**src/hdl/rxfs_pkg.sv**
```systemverilog
// Purpose: constants for the receive frame-sync error handler
// Assumes: register index n sits at byte address 4*n on the register bus
// Notes: rule summary below; all offsets, fields, codes and frame lengths live here
//
// Summary of operation
// - alignment change is checked only in T1, E1, 2xE1 and 4xE1 port modes.
// - a frame sync rise that the flywheel does not expect flags alignment change.
// - frame sync marks time slot 0; bit positions map from that point.
// - an alignment change acts on every active channel of the group.
// - alignment change queues a descriptor with its error code, receive direction.
// - abort bit 0: channels keep sampling and passing bits after alignment change.
// - abort bit 1: alignment change suspends receive and discards the bits.
// - loss of frame queues a descriptor with its error code, receive direction.
// - loss of frame flushes the internal receive FIFO contents.
// - abort bit 0: during loss of frame pass all-ones, resume on recovery.
// - abort bit 1: loss of frame suspends receive, nothing is transferred.
// - frame-check field 1 with protocol field 2 selects intersystem link protocol.
// - out-of-frame to in-frame queues a recovery event, gated by the group mask.
package rxfs_pkg;
  // register word indices
  localparam logic [2:0] ADDR_GROUP_CFG = 3'h0;
  localparam logic [2:0] ADDR_CHAN_CFG = 3'h1;
  localparam logic [2:0] ADDR_STATUS = 3'h2;
  localparam logic [2:0] ADDR_IRQ_MASK = 3'h3;
  localparam logic [2:0] ADDR_STATE = 3'h4;
  localparam logic [2:0] ADDR_LAST_DESC = 3'h5;
  // group configuration fields
  localparam int GCFG_MODE_LSB = 0;
  localparam int GCFG_ABORT_BIT = 3;
  localparam int GCFG_MASK_BIT = 4;
  localparam int GCFG_REACT_BIT = 5;
  localparam logic [4:0] GCFG_RESET = 5'h00;
  // channel configuration fields
  localparam int CCFG_FCS_LSB = 0;
  localparam int CCFG_PROTO_LSB = 2;
  localparam logic [4:0] CCFG_RESET = 5'h00;
  localparam logic [1:0] FCS_ISL = 2'h1;
  localparam logic [2:0] PROTO_ISL = 3'h2;
  // event bits in status, mask and pending vectors
  localparam int EV_FRAME_ALIGNMENT_CHANGE_ERROR = 0;
  localparam int EV_OOF = 1;
  localparam int EV_FRAME_RECOVERY_EVENT = 2;
  localparam logic [2:0] EV_NONE = 3'h0;
  // port modes
  localparam logic [2:0] MODE_OTHER = 3'h0;
  localparam logic [2:0] MODE_T1 = 3'h1;
  localparam logic [2:0] MODE_E1 = 3'h2;
  localparam logic [2:0] MODE_2E1 = 3'h3;
  localparam logic [2:0] MODE_4E1 = 3'h4;
  // last bit position of a frame per mode
  localparam logic [9:0] FRAME_LAST_T1 = 10'h0c0;
  localparam logic [9:0] FRAME_LAST_E1 = 10'h0ff;
  localparam logic [9:0] FRAME_LAST_2E1 = 10'h1ff;
  localparam logic [9:0] FRAME_LAST_4E1 = 10'h3ff;
  // descriptor: [4:0] code, [5] direction, [6] event (not error)
  localparam logic [4:0] CODE_FRAME_ALIGNMENT_CHANGE_ERROR = 5'h0a;
  localparam logic [4:0] CODE_OOF = 5'h0b;
  localparam logic [4:0] CODE_FRAME_RECOVERY_EVENT = 5'h01;
  localparam logic DIR_RX = 1'b0;
  localparam logic [6:0] DESC_RESET = 7'h00;
  typedef enum logic [1:0] {
    RX_ACTIVE = 2'b00,
    RX_ONES = 2'b01,
    RX_SUSPENDED = 2'b10
  } rxfs_rx_state_t;
endpackage

```
**src/hdl/rxfs_link_if.sv**
```systemverilog
// Purpose: carries sampled link timing between the top and the flywheel
// Assumes: all signals are on mclk
// Notes: none
`timescale 1ns/1ps
`default_nettype none
interface rxfs_link_if;
  logic serial_clk_rise;
  logic frame_sync_lvl;
  logic [2:0] port_mode;
  logic frame_alignment_change_error;
  logic locked;
  logic [9:0] bit_pos;
  modport top (
    output serial_clk_rise,
    output frame_sync_lvl,
    output port_mode,
    input frame_alignment_change_error,
    input locked,
    input bit_pos
  );
  modport fly (
    input serial_clk_rise,
    input frame_sync_lvl,
    input port_mode,
    output frame_alignment_change_error,
    output locked,
    output bit_pos
  );
endinterface
`default_nettype wire

```
**src/hdl/rxfs_flywheel.sv**
```systemverilog
// Purpose: frame flywheel, tracks bit position and checks frame sync timing
// Assumes: serial_clk_rise marks one received bit
// Notes: bit_pos is combinational and valid in the cycle of serial_clk_rise
`timescale 1ns/1ps
`default_nettype none
module rxfs_flywheel (
  input wire logic mclk,
  input wire logic resetn,
  input wire logic clk_en,
  rxfs_link_if.fly lnk
);
  logic [9:0] cnt_reg;
  logic prev_sync_reg;
  logic locked_reg;
  wire logic tdm_mode = (lnk.port_mode == rxfs_pkg::MODE_T1) ||
                        (lnk.port_mode == rxfs_pkg::MODE_E1) ||
                        (lnk.port_mode == rxfs_pkg::MODE_2E1) ||
                        (lnk.port_mode == rxfs_pkg::MODE_4E1);
  wire logic [9:0] frame_last =
    (lnk.port_mode == rxfs_pkg::MODE_T1) ? rxfs_pkg::FRAME_LAST_T1 :
    (lnk.port_mode == rxfs_pkg::MODE_E1) ? rxfs_pkg::FRAME_LAST_E1 :
    (lnk.port_mode == rxfs_pkg::MODE_2E1) ? rxfs_pkg::FRAME_LAST_2E1 :
    rxfs_pkg::FRAME_LAST_4E1;
  // sync is judged on link clock edges, as the line interface presents it
  wire logic sync_edge = lnk.serial_clk_rise && lnk.frame_sync_lvl && !prev_sync_reg;
  // sync bit is time slot 0 bit 0
  wire logic [9:0] pos = sync_edge ? 10'h000 : cnt_reg;
  wire logic [9:0] pos_inc = pos + 10'h001;
  wire logic [9:0] cnt_next = (pos >= frame_last) ? 10'h000 : pos_inc;
  // expected only when the counter has just wrapped to slot 0
  assign lnk.frame_alignment_change_error = sync_edge && tdm_mode && locked_reg && (cnt_reg != 10'h000);
  assign lnk.locked = locked_reg;
  assign lnk.bit_pos = pos;
  always_ff @(posedge mclk or negedge resetn) begin
    if (!resetn) begin
      cnt_reg <= 10'h000;
      prev_sync_reg <= 1'b0;
      locked_reg <= 1'b0;
    end else if (clk_en) begin
      if (!tdm_mode) begin
        locked_reg <= 1'b0;
      end else if (sync_edge) begin
        locked_reg <= 1'b1;
      end
      if (lnk.serial_clk_rise) begin
        prev_sync_reg <= lnk.frame_sync_lvl;
        cnt_reg <= cnt_next;
      end
    end
  end
endmodule
`default_nettype wire

```
**src/hdl/rxfs_sync.sv**
```systemverilog
// Purpose: three-flop synchroniser with agreement filter and edge pulses
// Assumes: inputs are asynchronous to mclk
// Notes: first stage feeds only the second stage
`timescale 1ns/1ps
`default_nettype none
module rxfs_sync #(
  parameter int W = 4
) (
  input wire logic mclk,
  input wire logic resetn,
  input wire logic clk_en,
  input wire logic [W-1:0] async_in,
  output var logic [W-1:0] lvl,
  output var logic [W-1:0] rise,
  output var logic [W-1:0] fall
);
  genvar i;
  generate
    for (i = 0; i < W; i++) begin : g_bit
      logic s1_reg;
      logic s2_reg;
      logic s3_reg;
      wire logic agree = (s2_reg == s3_reg);
      wire logic change = agree && (s3_reg != lvl[i]);
      always_ff @(posedge mclk or negedge resetn) begin
        if (!resetn) begin
          s1_reg <= 1'b0;
          s2_reg <= 1'b0;
          s3_reg <= 1'b0;
          lvl[i] <= 1'b0;
          rise[i] <= 1'b0;
          fall[i] <= 1'b0;
        end else if (clk_en) begin
          s1_reg <= async_in[i];
          s2_reg <= s1_reg;
          s3_reg <= s2_reg;
          if (change) begin
            lvl[i] <= s3_reg;
          end
          rise[i] <= change && s3_reg;
          fall[i] <= change && !s3_reg;
        end
      end
    end
  endgenerate
endmodule
`default_nettype wire

```
**src/hdl/rxfs_top.sv**
```systemverilog
// Purpose: receive frame-sync error handling for one serial port group
// Assumes: link pins are asynchronous, link clock far slower than mclk
// Notes: register bus is Avalon-MM with waitrequest, word index addressing
`timescale 1ns/1ps
`default_nettype none
module rxfs_top (
  input wire logic mclk,
  input wire logic resetn,
  input wire logic clk_en,
  input wire logic [2:0] avs_address,
  input wire logic avs_read,
  input wire logic avs_write,
  input wire logic [31:0] avs_writedata,
  output var logic [31:0] avs_readdata,
  output logic avs_waitrequest,
  input wire logic rx_serial_clk,
  input wire logic rx_frame_sync,
  input wire logic rx_data,
  input wire logic rx_out_of_frame,
  output var logic desc_valid,
  input wire logic desc_ready,
  output var logic [6:0] desc_data,
  output var logic rx_bit_valid,
  output var logic rx_bit,
  output var logic [6:0] rx_slot,
  output var logic [2:0] rx_bit_idx,
  output var logic rx_fifo_flush,
  output var logic rx_active,
  output var logic isl_mode,
  output logic irq
);
  ////////////////////////////////////////////////////////////////////////////////
  // link sampling
  logic [3:0] pin_lvl;
  logic [3:0] pin_rise;
  logic [3:0] pin_fall;
  rxfs_link_if lnk ();

  rxfs_sync #(
    .W(4)
  ) u_sync (
    .mclk(mclk),
    .resetn(resetn),
    .clk_en(clk_en),
    .async_in({rx_out_of_frame, rx_data, rx_frame_sync, rx_serial_clk}),
    .lvl(pin_lvl),
    .rise(pin_rise),
    .fall(pin_fall)
  );

  rxfs_flywheel u_fly (
    .mclk(mclk),
    .resetn(resetn),
    .clk_en(clk_en),
    .lnk(lnk)
  );

  wire logic clk_rise = pin_rise[0];
  wire logic data_lvl = pin_lvl[2];
  wire logic oof_lvl = pin_lvl[3];
  wire logic oof_rise = pin_rise[3];
  wire logic oof_fall = pin_fall[3];

  ////////////////////////////////////////////////////////////////////////////////
  // registers
  logic [4:0] group_cfg_reg;
  logic [4:0] chan_cfg_reg;
  logic [2:0] status_reg;
  logic [2:0] irq_mask_reg;
  logic [2:0] pend_reg;
  logic ack_reg;
  rxfs_pkg::rxfs_rx_state_t state_reg;
  rxfs_pkg::rxfs_rx_state_t state_next;

  assign lnk.serial_clk_rise = clk_rise;
  assign lnk.frame_sync_lvl = pin_lvl[1];
  assign lnk.port_mode = group_cfg_reg[rxfs_pkg::GCFG_MODE_LSB +: 3];

  // one setting for the whole group, shared by every channel on the port
  wire logic abort_on_frame_loss = group_cfg_reg[rxfs_pkg::GCFG_ABORT_BIT];
  wire logic mask_frame_loss_events = group_cfg_reg[rxfs_pkg::GCFG_MASK_BIT];
  wire logic [1:0] fcs_field = chan_cfg_reg[rxfs_pkg::CCFG_FCS_LSB +: 2];
  wire logic [2:0] proto_field = chan_cfg_reg[rxfs_pkg::CCFG_PROTO_LSB +: 3];
  wire logic intersystem_link_proto = (fcs_field == rxfs_pkg::FCS_ISL) &&
                                      (proto_field == rxfs_pkg::PROTO_ISL);

  ////////////////////////////////////////////////////////////////////////////////
  // bus slave: one wait cycle, answer in the second cycle of a request
  wire logic req = avs_read || avs_write;
  assign avs_waitrequest = req && !ack_reg;
  wire logic do_write = avs_write && ack_reg;
  wire logic do_read = avs_read && ack_reg;
  wire logic wr_group = do_write && (avs_address == rxfs_pkg::ADDR_GROUP_CFG);
  wire logic wr_chan = do_write && (avs_address == rxfs_pkg::ADDR_CHAN_CFG);
  wire logic wr_mask = do_write && (avs_address == rxfs_pkg::ADDR_IRQ_MASK);
  wire logic rd_status = do_read && (avs_address == rxfs_pkg::ADDR_STATUS);
  wire logic reactivate = wr_group && avs_writedata[rxfs_pkg::GCFG_REACT_BIT];
  wire logic [31:0] state_word = {18'h00000, rx_slot, 2'h0, intersystem_link_proto,
                                  lnk.locked, oof_lvl, state_reg};
  wire logic [31:0] rd_mux =
    (avs_address == rxfs_pkg::ADDR_GROUP_CFG) ? {27'h0000000, group_cfg_reg} :
    (avs_address == rxfs_pkg::ADDR_CHAN_CFG) ? {27'h0000000, chan_cfg_reg} :
    (avs_address == rxfs_pkg::ADDR_STATUS) ? {29'h00000000, status_reg} :
    (avs_address == rxfs_pkg::ADDR_IRQ_MASK) ? {29'h00000000, irq_mask_reg} :
    (avs_address == rxfs_pkg::ADDR_STATE) ? state_word :
    (avs_address == rxfs_pkg::ADDR_LAST_DESC) ? {25'h0000000, desc_data} :
    32'h00000000;

  always_ff @(posedge mclk or negedge resetn) begin
    if (!resetn) begin
      ack_reg <= 1'b0;
      avs_readdata <= 32'h00000000;
    end else if (clk_en) begin
      ack_reg <= req && !ack_reg;
      if (avs_read && !ack_reg) begin
        avs_readdata <= rd_mux;
      end
    end
  end

  always_ff @(posedge mclk or negedge resetn) begin
    if (!resetn) begin
      group_cfg_reg <= rxfs_pkg::GCFG_RESET;
      chan_cfg_reg <= rxfs_pkg::CCFG_RESET;
      irq_mask_reg <= rxfs_pkg::EV_NONE;
    end else if (clk_en) begin
      if (wr_group) begin
        group_cfg_reg <= avs_writedata[4:0];
      end
      if (wr_chan) begin
        chan_cfg_reg <= avs_writedata[4:0];
      end
      if (wr_mask) begin
        irq_mask_reg <= avs_writedata[2:0];
      end
    end
  end

  ////////////////////////////////////////////////////////////////////////////////
  // events
  wire logic ev_frame_alignment_change_error = lnk.frame_alignment_change_error;
  wire logic [2:0] ev_set = {oof_fall, oof_rise, ev_frame_alignment_change_error};
  // recovery descriptor is dropped when the group masks frame loss events
  wire logic [2:0] ev_queue = {oof_fall && !mask_frame_loss_events,
                               oof_rise, ev_frame_alignment_change_error};
  // only bits shown by the read are cleared; later events survive
  wire logic [2:0] status_clr = rd_status ? avs_readdata[2:0] : rxfs_pkg::EV_NONE;
  wire logic [2:0] status_next = (status_reg & ~status_clr) | ev_set;
  assign irq = |(status_reg & irq_mask_reg);

  // descriptor queue: loss of frame first, then alignment change, then recovery
  wire logic slot_free = !desc_valid || desc_ready;
  wire logic pick_oof = pend_reg[rxfs_pkg::EV_OOF];
  wire logic pick_frame_alignment_change_error = !pick_oof && pend_reg[rxfs_pkg::EV_FRAME_ALIGNMENT_CHANGE_ERROR];
  wire logic pick_frame_recovery_event = !pick_oof && !pick_frame_alignment_change_error && pend_reg[rxfs_pkg::EV_FRAME_RECOVERY_EVENT];
  wire logic load_desc = slot_free && (|pend_reg);
  wire logic [2:0] taken = load_desc ? {pick_frame_recovery_event, pick_oof, pick_frame_alignment_change_error} : rxfs_pkg::EV_NONE;
  wire logic [2:0] pend_next = (pend_reg & ~taken) | ev_queue;
  wire logic [4:0] pick_code = pick_oof ? rxfs_pkg::CODE_OOF :
                               pick_frame_alignment_change_error ? rxfs_pkg::CODE_FRAME_ALIGNMENT_CHANGE_ERROR : rxfs_pkg::CODE_FRAME_RECOVERY_EVENT;
  wire logic [6:0] desc_next = {pick_frame_recovery_event, rxfs_pkg::DIR_RX, pick_code};

  always_ff @(posedge mclk or negedge resetn) begin
    if (!resetn) begin
      status_reg <= rxfs_pkg::EV_NONE;
      pend_reg <= rxfs_pkg::EV_NONE;
      desc_valid <= 1'b0;
      desc_data <= rxfs_pkg::DESC_RESET;
    end else if (clk_en) begin
      status_reg <= status_next;
      pend_reg <= pend_next;
      if (load_desc) begin
        desc_valid <= 1'b1;
        desc_data <= desc_next;
      end else if (desc_ready) begin
        desc_valid <= 1'b0;
      end
    end
  end

  ////////////////////////////////////////////////////////////////////////////////
  // receive channel state, one state for the whole group
  always_comb begin
    state_next = state_reg;
    case (state_reg)
      rxfs_pkg::RX_ACTIVE: begin
        if (oof_rise) begin
          state_next = abort_on_frame_loss ? rxfs_pkg::RX_SUSPENDED
                                           : rxfs_pkg::RX_ONES;
        end else if (ev_frame_alignment_change_error && abort_on_frame_loss) begin
          state_next = rxfs_pkg::RX_SUSPENDED;
        end
      end
      rxfs_pkg::RX_ONES: begin
        if (oof_fall) begin
          state_next = rxfs_pkg::RX_ACTIVE;
        end else if (ev_frame_alignment_change_error && abort_on_frame_loss) begin
          state_next = rxfs_pkg::RX_SUSPENDED;
        end
      end
      rxfs_pkg::RX_SUSPENDED: begin
        // reactivation while still out of frame is ignored
        if (reactivate && !oof_lvl) begin
          state_next = rxfs_pkg::RX_ACTIVE;
        end
      end
      default: begin
        state_next = rxfs_pkg::RX_SUSPENDED;
      end
    endcase
  end

  ////////////////////////////////////////////////////////////////////////////////
  // received bit stream
  // bits seen in the event cycle that suspends are already discarded
  wire logic kill_bit = abort_on_frame_loss && (ev_frame_alignment_change_error || oof_lvl);
  wire logic pass_bit = clk_rise && (state_reg != rxfs_pkg::RX_SUSPENDED) && !kill_bit;
  wire logic ones_fill = (state_reg == rxfs_pkg::RX_ONES) || oof_lvl;
  wire logic bit_next = ones_fill ? 1'b1 : data_lvl;

  always_ff @(posedge mclk or negedge resetn) begin
    if (!resetn) begin
      state_reg <= rxfs_pkg::RX_ACTIVE;
      rx_bit_valid <= 1'b0;
      rx_bit <= 1'b0;
      rx_slot <= 7'h00;
      rx_bit_idx <= 3'h0;
      rx_fifo_flush <= 1'b0;
      rx_active <= 1'b1;
      isl_mode <= 1'b0;
    end else if (clk_en) begin
      state_reg <= state_next;
      rx_bit_valid <= pass_bit;
      if (pass_bit) begin
        rx_bit <= bit_next;
        rx_slot <= lnk.bit_pos[9:3];
        rx_bit_idx <= lnk.bit_pos[2:0];
      end
      rx_fifo_flush <= oof_rise;
      rx_active <= (state_next != rxfs_pkg::RX_SUSPENDED);
      isl_mode <= intersystem_link_proto;
    end
  end
endmodule
`default_nettype wire

```
**config.mk**
```make
export PLATFORM = sky130hd
export DESIGN_NAME = rxfs_top
export DESIGN_NICKNAME = d
export VERILOG_FILES = /design/src/hdl/rxfs_pkg.sv /design/src/hdl/rxfs_link_if.sv /design/src/hdl/rxfs_flywheel.sv /design/src/hdl/rxfs_sync.sv /design/src/hdl/rxfs_top.sv
export SDC_FILE = /design/constraint.sdc
export NUM_CORES = 1
export LEC_CHECK = 0
export BUFFER_PORTS_ARGS = -buffer_cell sky130_fd_sc_hd__buf_4
export CAP_MARGIN = 20
export CORE_UTILIZATION = 45
export CTS_BUF_LIST = sky130_fd_sc_hd__clkbuf_2
export DETAILED_ROUTE_END_ITERATION = 8
export PLACE_DENSITY = 0.68
export SETUP_SLACK_MARGIN = 0.4
export SYNTH_ARGS = -nofsm -noshare
export SYNTH_HDL_FRONTEND = slang
export SYNTH_HIERARCHICAL = 1
export SYNTH_SLANG_ARGS = --single-unit
```
**constraint.sdc**
```tcl
create_clock -name mclk -period 6.4 [get_ports mclk]
set_clock_uncertainty 0.1 [all_clocks]
set_input_delay 0.96 -clock mclk [delete_from_list [all_inputs] [get_ports mclk]]
set_output_delay 0.96 -clock mclk [all_outputs]
set_load 0.02 [all_outputs]
```
==> flow_summary.json <==
{
  "fin_crit_sh_pct": 46.2,
  "leakagePower_nw": 2.39,
  "start_util_pct": 46.8,
  "grt_pass1_wl_mm": 14.0,
  "cts.path.max_buffers": 2,
  "post_cts_buffers": 0,
  "antenna_cells": 0,
  "root_buffer": "clkbuf_2",
  "die_area_sq_mm": 0.0101,
  "wirelength_mm": 8.62,
  "worstPathMaxFanout": 14,
  "drt_first_pass_iters": 5,
  "drive_gt1_share_pct": 26.8,
  "crit_chain": "nand3b_1 -> and2_1 -> ha_1 -> nand2_1 -> o21ai_0 -> o2111ai_1 -> a31oi_4 -> a21oi_1 -> a22o_1",
  "p_total_mw": 1.50,
  "fin_nets": 495,
  "rsz0062_at_grt": "no",
  "post-dp-hpwl_mm": 5.93,
  "max_freq_mhz": 338,
  "required_ns": 6.71,
  "status": "completed",
  "critPathKind": "flip-flop to flip-flop",
  "via_per_inst": 5.31,
  "netlist_instances": 394,
  "largest_reg_flops": 13,
  "slowest_delay_ns": 0.52,
  "drv_slew": 0,
  "postSynthAreaPerCell_sq_um": 11.1,
  "die_w_microns": 100,
  "port_buffers": 53,
  "cts.reportedPaths.clkPinSlew_ns": 0.22,
  "die_y_microns": 100,
  "hold_buffers": 0,
  "areaGrowthSynthToFinish_pct": 11.9,
  "synth_warnings": 6,
  "p_per_area_mw_per_mm2": 306,
  "setup_viol": 0,
  "ant_nets": 0,
  "slowest_stage": "dfrtp_1",
  "maxCapViolations": 0,
  "wl_per_cell_microns": 15.0,
  "final.setup.tns_ns": 0,
  "grt_max_degree": 86,
  "post-route-min-period_ns": 2.96,
  "rows": 35,
  "hp-class": "input pin to async pin",
  "r2r_start": "u_sync/rise[0]$_DFFE_PN0P_",
  "critPathLaunch": "u_sync/rise[0]$_DFFE_PN0P_",
  "drc": 0,
  "vias": 3058,
  "cts.repair.resized": 0,
  "htree_levels": 3,
  "core_region_area_sq_mm": 0.00933,
  "worst_pin_slew_ns": 0.680,
  "grt_overflow": 0,
  "slew-limit-headroom_pct": 54.6,
  "grt_util_all_layers_pct": 17.7,
  "cts_made_buffers": 9,
  "syn_area_sq_mm": 0.00436,
  "hold_violations": 0,
  "antenna_found_initial": 0,
  "grt_pass1_vias": 2795,
  "cts_tree": "built",
  "endpoint_kind": "flip-flop",
  "cp-start-kind": "flip-flop",
  "cts_sinks": 85,
  "gp_congestion": 0.801,
  "clock_latency_ns": 0.51,
  "peakVddDrop_mv": 0.0991,
  "arrival_ns": 3.27,
  "ios": 102,
  "drtIter0Drc": 135
}
## cell usage in the layout, fill, tap and decap left out, drive strengths merged, types with 2 or more instances in the layout
cell / n
xor2: 2
buf: 54
nand2b: 5
mux2i: 5
o31ai: 3
conb: 22
nor3: 3
nor4: 2
clkinv: 4
bufinv: 2
clkbuf: 9
dfrtp: 84
a21o: 6
and3: 4
a211oi: 7
o311ai: 2
a22o: 17
and4: 2
o21ai: 14
xnor2: 2
a21oi: 17
a41o: 2
nor3b: 3
a31o: 2
nand4: 2
nand2: 32
a31oi: 3
ha: 8
nand3: 4
mux2: 35
nand3b: 2
nor2: 22
and2: 9
o22ai: 6
or4: 4
mux4: 2
inv: 19
or2: 2
nor2b: 10
## area by class of cell
class,count,area (sq um)
Inverter,19,71.3
Sequential cell,85,2130
Clock buffer,9,45.0
Clock inverter,7,90.1
Multi-Input combinational cell,273,1960
Tap cell,129,161
Fill cell,834,4450
Timing Repair Buffer,54,425
## report_power, final
part / switching, mW / internal, mW
Combinational: 0.226 / 0.206
Clock: 0.183 / 0.127
Sequential: 0.109 / 0.644
Total: 0.518 / 0.977
## critical path: cells and delay by family (launching register included)
family | cells | cell delay [ns]
AOI/OAI and AO/OA | 5 | 1.11
DFF | 1 | 0.52
adders and majority gates | 1 | 0.31
and+or+nand+nor | 3 | 0.83
## through the flow
step	instance area [sq um]	hold WS [ns]	std cells	worst slack, ns	utilization, %
after floorplan	4440	0.351	415	3.97	-
after global placement	4720	0.368	559	3.36	50.6
after detailed placement	4720	0.383	559	3.33	50.6
after CTS	4850	0.413	575	3.44	52.0
after global routing	4880	0.0968	576	3.23	52.3
final	4880	0.158	576	3.44	52.3
## metal layers
metal	track usage, %	routed length [microns]	up-vias
met5	0	0	-
met4	5.57	106	0
met3	3.68	345	9
met2	27.5	4070	89
met1	25.0	4100	1498
li1	-	-	1462
## path summary, 6_finish.rpt
path,end,slack [ns],cells past startpoint
setup / recovery,u_fly/cnt_reg[4]$_DFFE_PN0P_,3.44,9
hold / removal,avs_readdata[11]$_DFFE_PN0P_,0.16,1
max in group asynchronous,rx_active$_DFFE_PN1P_,5.41,2
hold reg to reg,pend_reg[2]$_DFFE_PN0P_,0.41,1
setup reg to reg,u_fly/cnt_reg[4]$_DFFE_PN0P_,3.44,9
min in group mclk,pend_reg[2]$_DFFE_PN0P_,0.41,1
Power figures use the tool's default switching activity.
